### src/common/tocu_pkg.sv
// Package for the 8-bit timer output compare unit: register offsets, field layouts, reset values, modes.
// Assumes a single 50 MHz clock domain and a plain strobe register port.
package tocu_pkg;
  localparam logic [2:0] TOCU_ADDR_CTRL = 3'h0;
  localparam logic [2:0] TOCU_ADDR_COUNT = 3'h1;
  localparam logic [2:0] TOCU_ADDR_COMPARE = 3'h2;
  localparam logic [2:0] TOCU_ADDR_FLAGS = 3'h3;
  localparam logic [2:0] TOCU_ADDR_MASK = 3'h4;
  localparam logic [2:0] TOCU_ADDR_PORT = 3'h5;
  localparam logic [2:0] TOCU_ADDR_ACK = 3'h6;
  localparam int TOCU_CTRL_WGM_LSB = 0;
  localparam int TOCU_CTRL_COM_LSB = 2;
  localparam int TOCU_CTRL_FORCE_BIT = 4;
  localparam int TOCU_CTRL_RUN_BIT = 5;
  localparam int TOCU_FLAG_OVF_BIT = 0;
  localparam int TOCU_FLAG_CMP_BIT = 1;
  localparam int TOCU_PORT_VAL_BIT = 0;
  localparam int TOCU_PORT_DIR_BIT = 1;
  localparam logic [7:0] TOCU_RST_BYTE = 8'h00;
  localparam logic [7:0] TOCU_MAX = 8'hFF;
  localparam logic [7:0] TOCU_BOTTOM = 8'h00;

  typedef enum logic [1:0] {
    TOCU_WGM_NORMAL = 2'b00,
    TOCU_WGM_PC_PWM = 2'b01,
    TOCU_WGM_CTC = 2'b10,
    TOCU_WGM_FAST_PWM = 2'b11
  } tocu_wgm_t;

  typedef struct packed {
    logic [2:0] addr;
    logic [7:0] wdata;
    logic wr;
    logic rd;
  } tocu_bus_t;
endpackage

### src/verilog/tocu_timer.sv
// Timer/counter with one output compare channel, normal/CLEAR_ON_MATCH_MODE/PWM counting and pin override.
// Assumes the register port master obeys one-cycle strobes; the timer ticks whenever the run bit is set.
`timescale 1ns/100ps
`default_nettype none

// What this block does
// - Compare count with compare value continuously.
// - Match sets compare flag one cycle later.
// - Enabled flag requests interrupt; cleared when serviced.
// - Writing one clears compare flag.
// - Compare value buffered only in PWM modes.
// - Buffered value loads at top in both PWM modes.
// - CPU writes buffer or active register by mode.
// - Force strobe makes match in non-PWM modes.
// - Forced match updates output only, no flag.
// - Count write blocks matches next cycle.
// - Output action bits apply from next match.
// - Output state kept across mode changes.
// - Nonzero action bits override port output value.
// - Output visible only when direction is output.
// - Action zero leaves output state untouched.
// - Action bits never change counting sequence.
// - Action bits: PWM polarity or set/clear/toggle.
// - Normal mode increments and wraps FF to 00.
// - Overflow flag set as count becomes zero.
// - Count may be written any time.
// - Mode 2 clears counter on compare match.
// - Mode 3 fast PWM, mode 1 phase correct.
// - CPU count write beats clear or count.
module tocu_timer (
  input wire logic i_clock,
  input wire logic i_sys_rst,
  input wire tocu_pkg::tocu_bus_t i_bus,
  output logic [7:0] o_rdata,
  output logic o_irq_compare,
  output logic o_irq_overflow,
  output logic o_pin_out,
  output logic o_pin_oe
);
  import tocu_pkg::*;

  logic [7:0] timer_count_value;
  logic [7:0] compare_value_register;
  logic [7:0] compare_buffer;
  logic [1:0] waveform_mode_select;
  logic [1:0] compare_output_action;
  logic timer_run;
  logic compare_match_flag;
  logic overflow_flag;
  logic compare_interrupt_enable;
  logic overflow_interrupt_enable;
  logic compare_output_state;
  logic port_value;
  logic output_pin_direction_bit;
  logic count_down;
  logic match_blocked;
  logic [7:0] next_count;
  logic next_down;
  logic next_state;
  logic raw_match;
  logic match;
  logic pwm_mode;
  logic tick;
  logic wr_count;
  logic force_hit;
  logic at_top;

  function automatic logic is_wr(input tocu_bus_t b, input logic [2:0] a);
    return b.wr && (b.addr == a);
  endfunction

  assign pwm_mode = waveform_mode_select[0];
  assign tick = timer_run;
  assign wr_count = is_wr(i_bus, TOCU_ADDR_COUNT);
  // The comparator looks at the count at all times; matches are masked for one cycle after a count write.
  assign raw_match = (timer_count_value == compare_value_register);
  assign match = raw_match && !match_blocked && tick;
  // Force only in non-PWM modes; the strobe is never stored so it reads back as zero.
  assign force_hit = is_wr(i_bus, TOCU_ADDR_CTRL) && i_bus.wdata[TOCU_CTRL_FORCE_BIT] && !pwm_mode;
  assign at_top = (timer_count_value == TOCU_MAX);

  // Counting depends only on the mode bits, never on the action bits.
  always_comb begin
    next_count = timer_count_value;
    next_down = count_down;
    case (tocu_wgm_t'(waveform_mode_select))
      TOCU_WGM_NORMAL: next_count = timer_count_value + 8'h01;
      TOCU_WGM_CTC: next_count = raw_match ? TOCU_BOTTOM : timer_count_value + 8'h01;
      TOCU_WGM_FAST_PWM: next_count = timer_count_value + 8'h01;
      TOCU_WGM_PC_PWM: begin
        if (at_top) begin
          next_down = 1'b1;
        end else if (timer_count_value == TOCU_BOTTOM) begin
          next_down = 1'b0;
        end
        next_count = (at_top || (count_down && timer_count_value != TOCU_BOTTOM))
          ? timer_count_value - 8'h01 : timer_count_value + 8'h01;
      end
      default: next_count = timer_count_value;
    endcase
  end

  always_ff @(posedge i_clock or posedge i_sys_rst) begin
    if (i_sys_rst) begin
      timer_count_value <= TOCU_RST_BYTE;
      count_down <= 1'b0;
    end else if (wr_count) begin
      timer_count_value <= i_bus.wdata;
    end else if (tick) begin
      timer_count_value <= next_count;
      count_down <= next_down;
    end
  end

  always_ff @(posedge i_clock or posedge i_sys_rst) begin
    if (i_sys_rst) begin
      match_blocked <= 1'b0;
    end else begin
      match_blocked <= wr_count;
    end
  end

  always_ff @(posedge i_clock or posedge i_sys_rst) begin
    if (i_sys_rst) begin
      waveform_mode_select <= 2'h0;
      compare_output_action <= 2'h0;
      timer_run <= 1'b0;
      compare_interrupt_enable <= 1'b0;
      overflow_interrupt_enable <= 1'b0;
      port_value <= 1'b0;
      output_pin_direction_bit <= 1'b0;
    end else begin
      if (is_wr(i_bus, TOCU_ADDR_CTRL)) begin
        waveform_mode_select <= i_bus.wdata[TOCU_CTRL_WGM_LSB +: 2];
        compare_output_action <= i_bus.wdata[TOCU_CTRL_COM_LSB +: 2];
        timer_run <= i_bus.wdata[TOCU_CTRL_RUN_BIT];
      end
      if (is_wr(i_bus, TOCU_ADDR_MASK)) begin
        overflow_interrupt_enable <= i_bus.wdata[TOCU_FLAG_OVF_BIT];
        compare_interrupt_enable <= i_bus.wdata[TOCU_FLAG_CMP_BIT];
      end
      if (is_wr(i_bus, TOCU_ADDR_PORT)) begin
        port_value <= i_bus.wdata[TOCU_PORT_VAL_BIT];
        output_pin_direction_bit <= i_bus.wdata[TOCU_PORT_DIR_BIT];
      end
    end
  end

  // Buffered updates keep PWM pulses whole; CLEAR_ON_MATCH_MODE has no buffer so a low new top can miss a match.
  always_ff @(posedge i_clock or posedge i_sys_rst) begin
    if (i_sys_rst) begin
      compare_value_register <= TOCU_RST_BYTE;
      compare_buffer <= TOCU_RST_BYTE;
    end else begin
      if (is_wr(i_bus, TOCU_ADDR_COMPARE)) begin
        compare_buffer <= i_bus.wdata;
      end
      if (!pwm_mode && is_wr(i_bus, TOCU_ADDR_COMPARE)) begin
        compare_value_register <= i_bus.wdata;
      end else if (pwm_mode && tick && !wr_count) begin
        if ((waveform_mode_select == TOCU_WGM_FAST_PWM && at_top) ||
            (waveform_mode_select == TOCU_WGM_PC_PWM && at_top)) begin
          compare_value_register <= compare_buffer;
        end
      end
    end
  end

  always_comb begin
    next_state = compare_output_state;
    if (match || force_hit) begin
      if (!pwm_mode) begin
        case (compare_output_action)
          2'h1: next_state = !compare_output_state;
          2'h2: next_state = 1'b0;
          2'h3: next_state = 1'b1;
          default: next_state = compare_output_state;
        endcase
      end else if (compare_output_action[1]) begin
        if (waveform_mode_select == TOCU_WGM_FAST_PWM) begin
          next_state = compare_output_action[0];
        end else begin
          next_state = compare_output_action[0] ^ count_down;
        end
      end else if (compare_output_action == 2'h1 && waveform_mode_select == TOCU_WGM_FAST_PWM) begin
        next_state = !compare_output_state;
      end
    end else if (tick && !wr_count && waveform_mode_select == TOCU_WGM_FAST_PWM &&
                 at_top && compare_output_action[1]) begin
      next_state = !compare_output_action[0];
    end
  end

  // Mode writes never touch this register, so its value survives mode changes.
  always_ff @(posedge i_clock or posedge i_sys_rst) begin
    if (i_sys_rst) begin
      compare_output_state <= 1'b0;
    end else begin
      compare_output_state <= next_state;
    end
  end

  // Set wins over a simultaneous software or service clear.
  always_ff @(posedge i_clock or posedge i_sys_rst) begin
    if (i_sys_rst) begin
      compare_match_flag <= 1'b0;
      overflow_flag <= 1'b0;
    end else begin
      if (match) begin
        compare_match_flag <= 1'b1;
      end else if ((is_wr(i_bus, TOCU_ADDR_FLAGS) && i_bus.wdata[TOCU_FLAG_CMP_BIT]) ||
                   (is_wr(i_bus, TOCU_ADDR_ACK) && i_bus.wdata[TOCU_FLAG_CMP_BIT])) begin
        compare_match_flag <= 1'b0;
      end
      if (tick && !wr_count && next_count == TOCU_BOTTOM && timer_count_value != TOCU_BOTTOM) begin
        overflow_flag <= 1'b1;
      end else if (is_wr(i_bus, TOCU_ADDR_FLAGS) || is_wr(i_bus, TOCU_ADDR_ACK)) begin
        if (i_bus.wdata[TOCU_FLAG_OVF_BIT]) begin
          overflow_flag <= 1'b0;
        end
      end
    end
  end

  always_ff @(posedge i_clock or posedge i_sys_rst) begin
    if (i_sys_rst) begin
      o_irq_compare <= 1'b0;
      o_irq_overflow <= 1'b0;
      o_pin_out <= 1'b0;
      o_pin_oe <= 1'b0;
    end else begin
      o_irq_compare <= compare_match_flag && compare_interrupt_enable;
      o_irq_overflow <= overflow_flag && overflow_interrupt_enable;
      o_pin_out <= (compare_output_action != 2'h0) ? compare_output_state : port_value;
      o_pin_oe <= output_pin_direction_bit;
    end
  end

  always_ff @(posedge i_clock or posedge i_sys_rst) begin
    if (i_sys_rst) begin
      o_rdata <= TOCU_RST_BYTE;
    end else if (i_bus.rd) begin
      case (i_bus.addr)
        TOCU_ADDR_CTRL: o_rdata <= {2'h0, timer_run, 1'b0, compare_output_action, waveform_mode_select};
        TOCU_ADDR_COUNT: o_rdata <= timer_count_value;
        TOCU_ADDR_COMPARE: o_rdata <= pwm_mode ? compare_buffer : compare_value_register;
        TOCU_ADDR_FLAGS: o_rdata <= {6'h00, compare_match_flag, overflow_flag};
        TOCU_ADDR_MASK: o_rdata <= {6'h00, compare_interrupt_enable, overflow_interrupt_enable};
        TOCU_ADDR_PORT: o_rdata <= {5'h00, compare_output_state, output_pin_direction_bit, port_value};
        default: o_rdata <= 8'h00;
      endcase
    end else begin
      o_rdata <= 8'h00;
    end
  end

  property p_flag_after_match;
    @(posedge i_clock) disable iff (i_sys_rst) match |=> compare_match_flag;
  endproperty
  a_flag_after_match: assert property (p_flag_after_match) else $error("Compare flag not set after match.");

  property p_block_after_write;
    @(posedge i_clock) disable iff (i_sys_rst) wr_count |=> !match;
  endproperty
  a_block_after_write: assert property (p_block_after_write) else $error("Match not blocked after count write.");

  property p_force_no_flag;
    @(posedge i_clock) disable iff (i_sys_rst)
      (force_hit && !match && !compare_match_flag) |=> !compare_match_flag;
  endproperty
  a_force_no_flag: assert property (p_force_no_flag) else $error("Forced match set the flag.");

  property p_pin_override;
    @(posedge i_clock) disable iff (i_sys_rst)
      (compare_output_action != 2'h0) |=> (o_pin_out == $past(compare_output_state));
  endproperty
  a_pin_override: assert property (p_pin_override) else $error("Pin not driven by output state.");

  property p_com_zero_hold;
    @(posedge i_clock) disable iff (i_sys_rst)
      (compare_output_action == 2'h0) |=> $stable(compare_output_state);
  endproperty
  a_com_zero_hold: assert property (p_com_zero_hold) else $error("Output state changed with action zero.");

  property p_normal_wrap;
    @(posedge i_clock) disable iff (i_sys_rst)
      (tick && !wr_count && waveform_mode_select == 2'h0 && at_top) |=> (timer_count_value == 8'h00 && overflow_flag);
  endproperty
  a_normal_wrap: assert property (p_normal_wrap) else $error("Normal mode wrap or overflow wrong.");

  property p_ctc_clear;
    @(posedge i_clock) disable iff (i_sys_rst)
      (tick && !wr_count && waveform_mode_select == 2'h2 && raw_match) |=> timer_count_value == 8'h00;
  endproperty
  a_ctc_clear: assert property (p_ctc_clear) else $error("Clear-on-match did not clear.");

  property p_write_priority;
    @(posedge i_clock) disable iff (i_sys_rst) wr_count |=> timer_count_value == $past(i_bus.wdata);
  endproperty
  a_write_priority: assert property (p_write_priority) else $error("Count write lost.");

  property p_direct_compare;
    @(posedge i_clock) disable iff (i_sys_rst)
      (!pwm_mode && is_wr(i_bus, TOCU_ADDR_COMPARE)) |=> compare_value_register == $past(i_bus.wdata);
  endproperty
  a_direct_compare: assert property (p_direct_compare) else $error("Unbuffered compare write missed.");
endmodule

`default_nettype wire

### config.mk
export PLATFORM = sky130hd
export DESIGN_NAME = tocu_timer
export DESIGN_NICKNAME = d
export VERILOG_FILES = /design/src/common/tocu_pkg.sv /design/src/verilog/tocu_timer.sv
export SDC_FILE = /design/constraint.sdc
export NUM_CORES = 1
export LEC_CHECK = 0
export CAP_MARGIN = 20
export CORE_ASPECT_RATIO = 1.4
export CORE_MARGIN = 1
export CORE_UTILIZATION = 40
export DETAILED_ROUTE_END_ITERATION = 12
export DONT_BUFFER_PORTS = 1
export PLACE_DENSITY = 0.58
export RECOVER_POWER = 25
export SYNTH_ARGS = -nofsm -noshare
export SYNTH_HDL_FRONTEND = slang
export SYNTH_SLANG_ARGS = --single-unit
### constraint.sdc
create_clock -name i_clock -period 7.1 [get_ports i_clock]
set_clock_uncertainty 0.15 [all_clocks]
set_input_delay 1.42 -clock i_clock [delete_from_list [all_inputs] [get_ports i_clock]]
set_output_delay 1.42 -clock i_clock [all_outputs]
set_load 0.005 [all_outputs]
; Yosys cells after proc, flatten, opt, wreduce, memory -nomap -nowiden
; Cells that the tools add are included.
[totals]
reg_bits = 50
wordCells = 123
[op_classes]
add_sub_neg = 2
n_eq_ne = 16
muxes = 26
bitwise_logic = 2
reduce_logical = 57
[ops]
columns = cell, n
row1 = $mux 8, 9
row2 = $pmux 8 s6, 1
row3 = $logic_and 1x1->1, 28
row4 = $pmux 8 s3, 1
row5 = $reduce_bool 2->1, 9
row6 = $logic_not 8->1, 2
row7 = $mux 1, 14
row8 = $eq 3x3->1 const B, 3
row9 = $add 8x1->8 const B, 1
row10 = $eq 2x2->1 const B, 4
row11 = $eq 8x8->1, 1
row12 = $eq 8x8->1 const B, 1
row13 = $reduce_bool 8->1, 1
row14 = $sub 8x1->8 const B, 1
row15 = $eq 3x2->1 const B, 2
row16 = $logic_not 1->1, 5
row17 = $logic_or 1x1->1, 5
row18 = $ne 5x2->1 const B, 1
row19 = $eq 2x1->1 const B, 2
row20 = $ne 4x3->1 const B, 1
row21 = $reduce_and 2->1, 2
row22 = $reduce_and 4->1, 1
row23 = $eq 3x1->1 const B, 1
row24 = $logic_not 3->1, 1
row25 = 6 further kinds, 6

; Longest topological paths before layout
[depth]
ltp_word = 10
ltp_mapped = 9
depth_no_buf = 9

; Least setup slack after synthesis
; No wires, ideal clock.
[synth_path]
kind = input -> register
startpoint = input port i_bus[10] in the netlist's numbering
endpoint = register compare_output_state
setup_time_ns = 0.130
arrival_time_ns = 2.777
required_ns = 6.820
path_slack_ns = 4.042
path_stages = 6
path_buffers = 0
cell_sequence = nor4b_1 nand3_1 o21ai_0 a21oi_1 a21oi_1 o21ai_0
[synth_via]
elab_chain_cells = 9
[synth_rtl]
columns = item, line
row1 = "start, declared", tocu_timer.sv:33  ; input wire tocu_pkg::tocu_bus_t i_bus,
row2 = $eq 3x1->1, tocu_timer.sv:69  ; return b.wr && (b.addr == a);
row3 = $logic_and 1x1->1, tocu_timer.sv:69
row4 = $logic_not 1->1, tocu_timer.sv:188  ; end else if (tick && !wr_count && waveform_mode_select == TOCU_WGM_FAST_PWM &&
row5 = $logic_and 1x1->1 (3 in a row), tocu_timer.sv:188
row6 = $logic_and 1x1->1, tocu_timer.sv:189  ; at_top && compare_output_action[1]) begin
row7 = $reduce_bool 2->1 (no source line), --
row8 = $reduce_and 3->1 (no source line), --
row9 = "end signal, assigned", tocu_timer.sv:199  ; compare_output_state <= next_state;
row10 = "end, declared", tocu_timer.sv:52  ; logic compare_output_state;
; Parallel ways exist; a longest one is shown, timed or not.
; A chain may end at the register's enable or synchronous reset.

==> out/results.env <==
STATUS='finished with violations'
VIOLATIONS_IN_THE_FINAL_REPORTS='max-capacitance violations, max-slew violations'
CTS_HTREE_LEVELS=2
FIRST_GLOBAL_VIAS=2416
DRV.MAX_CAP_VIOLATION_COUNT=1
SYNTH-EDFF-COUNT=0
CLK_LATENCY_NS=0.29
FINAL_AREA_UM2=3160
GRT.OVERFLOW.TOTAL=0
MAX_FREQ_GHz=0.297
CRITPATHBUFINV=2
FINALCRITICALPERIOD_NS=3.37
SYNTH_AREA_LEADERS='sky130_fd_sc_hd__dfrtp_1, sky130_fd_sc_hd__mux2_2, sky130_fd_sc_hd__mux2i_1, sky130_fd_sc_hd__nand2_1, sky130_fd_sc_hd__nor2_1'
CP_SLOWEST_STAGE_DELAY_NS=1.44
CLK_PATH_BUF_DEPTH=2
WORST_EP_REQUIRED_TIME_NS=6.98
CRIT_PATH_START_KIND='input port'
SYNTHDOMINANTAREACELLTYPE='sky130_fd_sc_hd__dfrtp_1'
WORST_SETUP_PATH_END_KIND='asynchronous set/reset pin'
LAYOUT_WORST_PATH_CYCLE_SHARE_PCT=47.4
POST-ROUTE-DRC-COUNT=0
SYNTH_TOP_CELL_AREA_SHARE_PCT=41.2
GLOBAL_ROUTE.USAGE.TOTAL_PCT=20.8
STANDARD_CELL_ROWS=37
CLKSINKCOUNT=50
DIEAREA_UM2=7960
SYNTH_SEQ_CELLS=50
NUM-NETS-FINAL=332
TOTALWIRELENGTH_UM=7550
FLOORPLAN.DIE.WIDTH_UM=75.7
SYNTH_SEQUENTIAL_AREA_RATIO_PCT=41.2
LAYOUT-DRIVE-GT1-SHARE_PCT=11.9
FRACTION_OF_SYNTHESIS_FLOPS_USING_AN_ASYNCHRONOUS_SET_OR_RESET_PIN_PCT=100
REGTOREGSTARTPOINT='waveform_mode_select[0]$_DFFE_PP0P_'
DOMINANTREGCELLSYNTH='sky130_fd_sc_hd__dfrtp_1'
TIMING.SLEW.HEADROOM_PCT=-28.9
CPLARGESTDELAYFAMILY='buffers and inverters'
RSZ0062_AT_GRT='false'
MAX_SLEW_VIOLATIONS=38
SYNTHESIS.YOSYS.WARNINGS=0
COMB_POWER_SHARE_PCT=35.7
CRIT_PATH_MAX_FANOUT=37
VIA_COUNT=2358
MAX-VDD-IR-DROP_V=0.000169
POWER_SWITCHING_uW=409
SYN2LAYOUT_AREA_GROWTH_PCT=3.83
PWR-SHARE-CLK_PCT=16.2
STARTING_DENSITY_OF_THE_CORE_PCT=41.3
DRT_ITER0_MARKERS=134
CRIT_SLOWEST_CELL='sky130_fd_sc_hd__clkbuf_1'
SETUP_VIOL=0
IOS=27
P_PER_AREA_nW_PER_UM2=327
POST_DRT_VIA_CELL_RATIO=5.77
INITIAL_ANTENNA_VIOLATION_COUNT=0
CTS-BUFFERS-INSERTED=5
TIMING.HOLD.WS_NS=0.267
PATH_CLASS='in2async'
DIE_Y_UM=105
TIMING.CRITICAL_PATH.CELLS='inv_1 -> clkbuf_1'
CP-STARTPOINT='i_sys_rst'
SYNTH_MOST_COMMON_CELL='sky130_fd_sc_hd__dfrtp_1'
NUMBER_OF_DISTINCT_STANDARD_CELLS_REFERENCED_BY_THE_SYNTHESIZED_NETLIST=54
NETLIST_INSTANCES=319
SYNTH_NETS=340
GLOBAL_ROUTE_WIRE_LENGTH_BEFORE_REPAIR_UM=12500
ANTENNADIODECOUNT=0
WORST_HOLD_STARTPOINT='output_pin_direction_bit$_DFFE_PP0P_'
CTS_TREE='done'
DETAIL_ROUTE.WL_PER_CELL_UM=18.4
WORST-SLEW-PIN-TRANSITION_NS=1.93
INTPOWER_uW=622
GRT_START_MAX_NET_PINS=51
POWER.SHARE.SWITCHING_PCT=39.7
CLOCK_TREE.ROOT_CELL='sky130_fd_sc_hd__clkbuf_8'
TOTALNEGATIVESETUPSLACK_NS=0
CP_DATA_ARRIVAL_TIME_NS=3.25
POST_CTS_RESIZED=0
CELLLEAKAGEPOWER_uW=0.00131
FINAL_UTIL_PCT=42.9
CTS.REPORTEDPATHS.CLKPINSLEW_NS=0.09
WORSTHOLDPATHTYPE='reg2reg'
POWER_FRAC_SEQ_PCT=48.1
HOLD_VIOL=0
CORE_AREA_UM2=7360
POSTPLACECELLAREA_UM2=3060
POST_SYNTH_INSTANCE_AREA_UM2=3040
CTS_HOLD_REPAIR.BUFFERS=0
PORTBUFFERS=0
DRT.ANTENNA.VIOLATING_NETS=0
DRT-PASS1-ITER-COUNT=5
YOSYS-TOP-CELLS-COUNT='sky130_fd_sc_hd__dfrtp_1, sky130_fd_sc_hd__nand2_1, sky130_fd_sc_hd__nor2_1'
SYN_AREA_PER_CELL_UM2=9.53
GP_CONGESTION=0.941
LAYOUT.FILLER_CELLS=729
DPL.HPWL_UM=5580
CTS_SETUP_BUFFERS=0
-- power groups by stage --
stage	clock (uW)	combinational (uW)	sequential, uW
2_1_floorplan	0	377	415
3_3_place_gp	0	362	499
3_5_place_dp	0	367	499
4_1_cts	172	368	494
5_1_grt	182	413	511
6_report	167	368	496
-- worst reg2reg max path, cell delays in order (launching register included) --
cell	delay, ns
sky130_fd_sc_hd__dfrtp_1	0.70
sky130_fd_sc_hd__inv_1	0.28
sky130_fd_sc_hd__ha_1	0.35
sky130_fd_sc_hd__nor2_1	0.14
sky130_fd_sc_hd__a21boi_0	0.62
sky130_fd_sc_hd__a21oi_1	0.15
sky130_fd_sc_hd__a32oi_1	0.30
sky130_fd_sc_hd__a2111oi_2	0.10
sky130_fd_sc_hd__a22o_1	0.25
-- per-stage QoR --
step	instances	total power (uW)	setup WS, ns
2_1_floorplan	319	792	4.04
3_3_place_gp	400	861	3.80
3_5_place_dp	400	866	3.75
4_1_cts	408	1030	3.97
5_1_grt	409	1110	3.10
6_report	409	1030	3.73
-- placed cells by master, fill, tap and decap left out, types with 2 or more instances in the layout --
cell,instances
sky130_fd_sc_hd__o211a_1,2
sky130_fd_sc_hd__or3_1,2
sky130_fd_sc_hd__dfrtp_1,50
sky130_fd_sc_hd__inv_1,11
sky130_fd_sc_hd__nand2_1,32
sky130_fd_sc_hd__o22ai_1,2
sky130_fd_sc_hd__nand2b_1,5
sky130_fd_sc_hd__nor3_1,6
sky130_fd_sc_hd__clkbuf_1,2
sky130_fd_sc_hd__nand4_1,2
sky130_fd_sc_hd__nor4_1,3
sky130_fd_sc_hd__and2_1,2
sky130_fd_sc_hd__mux2_2,20
sky130_fd_sc_hd__a22oi_1,6
sky130_fd_sc_hd__nor2_1,31
sky130_fd_sc_hd__mux2i_1,18
sky130_fd_sc_hd__ha_1,6
sky130_fd_sc_hd__o221ai_1,2
sky130_fd_sc_hd__a22o_1,2
sky130_fd_sc_hd__o21ai_0,21
sky130_fd_sc_hd__o21a_1,2
sky130_fd_sc_hd__and3_1,2
sky130_fd_sc_hd__clkbuf_8,6
sky130_fd_sc_hd__xnor2_1,3
sky130_fd_sc_hd__a32oi_1,5
sky130_fd_sc_hd__o32a_1,2
sky130_fd_sc_hd__nand3b_1,2
sky130_fd_sc_hd__nand3_1,10
sky130_fd_sc_hd__xor2_1,10
sky130_fd_sc_hd__a21oi_1,17
sky130_fd_sc_hd__a31oi_1,5
-- state kept, by name (all words and copies together) (netlist names), 2 cells and up --
signal                  flops
compare_buffer              8
compare_value_register      8
o_rdata                     8
timer_count_value           8
compare_output_action       2
waveform_mode_select        2
-- path summary, 6_finish.rpt --
path                       depth (start not counted)  slack [ns]                   endpoint
min                                                0        0.27         o_pin_oe$_DFF_PP0_
min reg2reg                                        0        0.27         o_pin_oe$_DFF_PP0_
max                                                2        3.73    match_blocked$_DFF_PP0_
max reg2reg                                        8        3.96  overflow_flag$_DFFE_PP0P_
max in group i_clock                               8        3.96  overflow_flag$_DFFE_PP0P_
min in group asynchronous                          1        0.89       o_rdata[7]$_DFF_PP0_
-- per-layer routing --
metal	track usage (%)	vias up	routed length, um
met4	7.94	0	261
met2	35.6	65	3890
met3	3.38	15	284
met5	0	-	0
met1	25.6	1149	3110
li1	-	1129	-
-- final cells by class --
type / instances / area, um^2 / share of cell area, %
Clock buffer: 7 / 86.3 / 2.73
Sequential cell: 50 / 1250 / 39.6
Clock inverter: 1 / 5.00 / 0.159
Timing Repair Buffer: 2 / 11.3 / 0.357
Inverter: 11 / 41.3 / 1.31
Tap cell: 97 / 121 / 3.84
Multi-Input combinational cell: 241 / 1640 / 52.0
-- kinds of logic (layout without fill, tap and decap cells) --
| family | Yosys count | after routing | synth area share (%) |
|---|---|---|---|
| flops | 50 | 50 | 41.2 |
| buf+inv | 28 | 21 | 4.90 |
| mux | 38 | 38 | 13.3 |
| simple gates | 107 | 107 | 17.0 |
| compound gates | 77 | 77 | 17.4 |
| xor+xnor | 13 | 13 | 3.74 |
| fa+ha+maj | 6 | 6 | 2.47 |
Power figures use the tool's default switching activity.
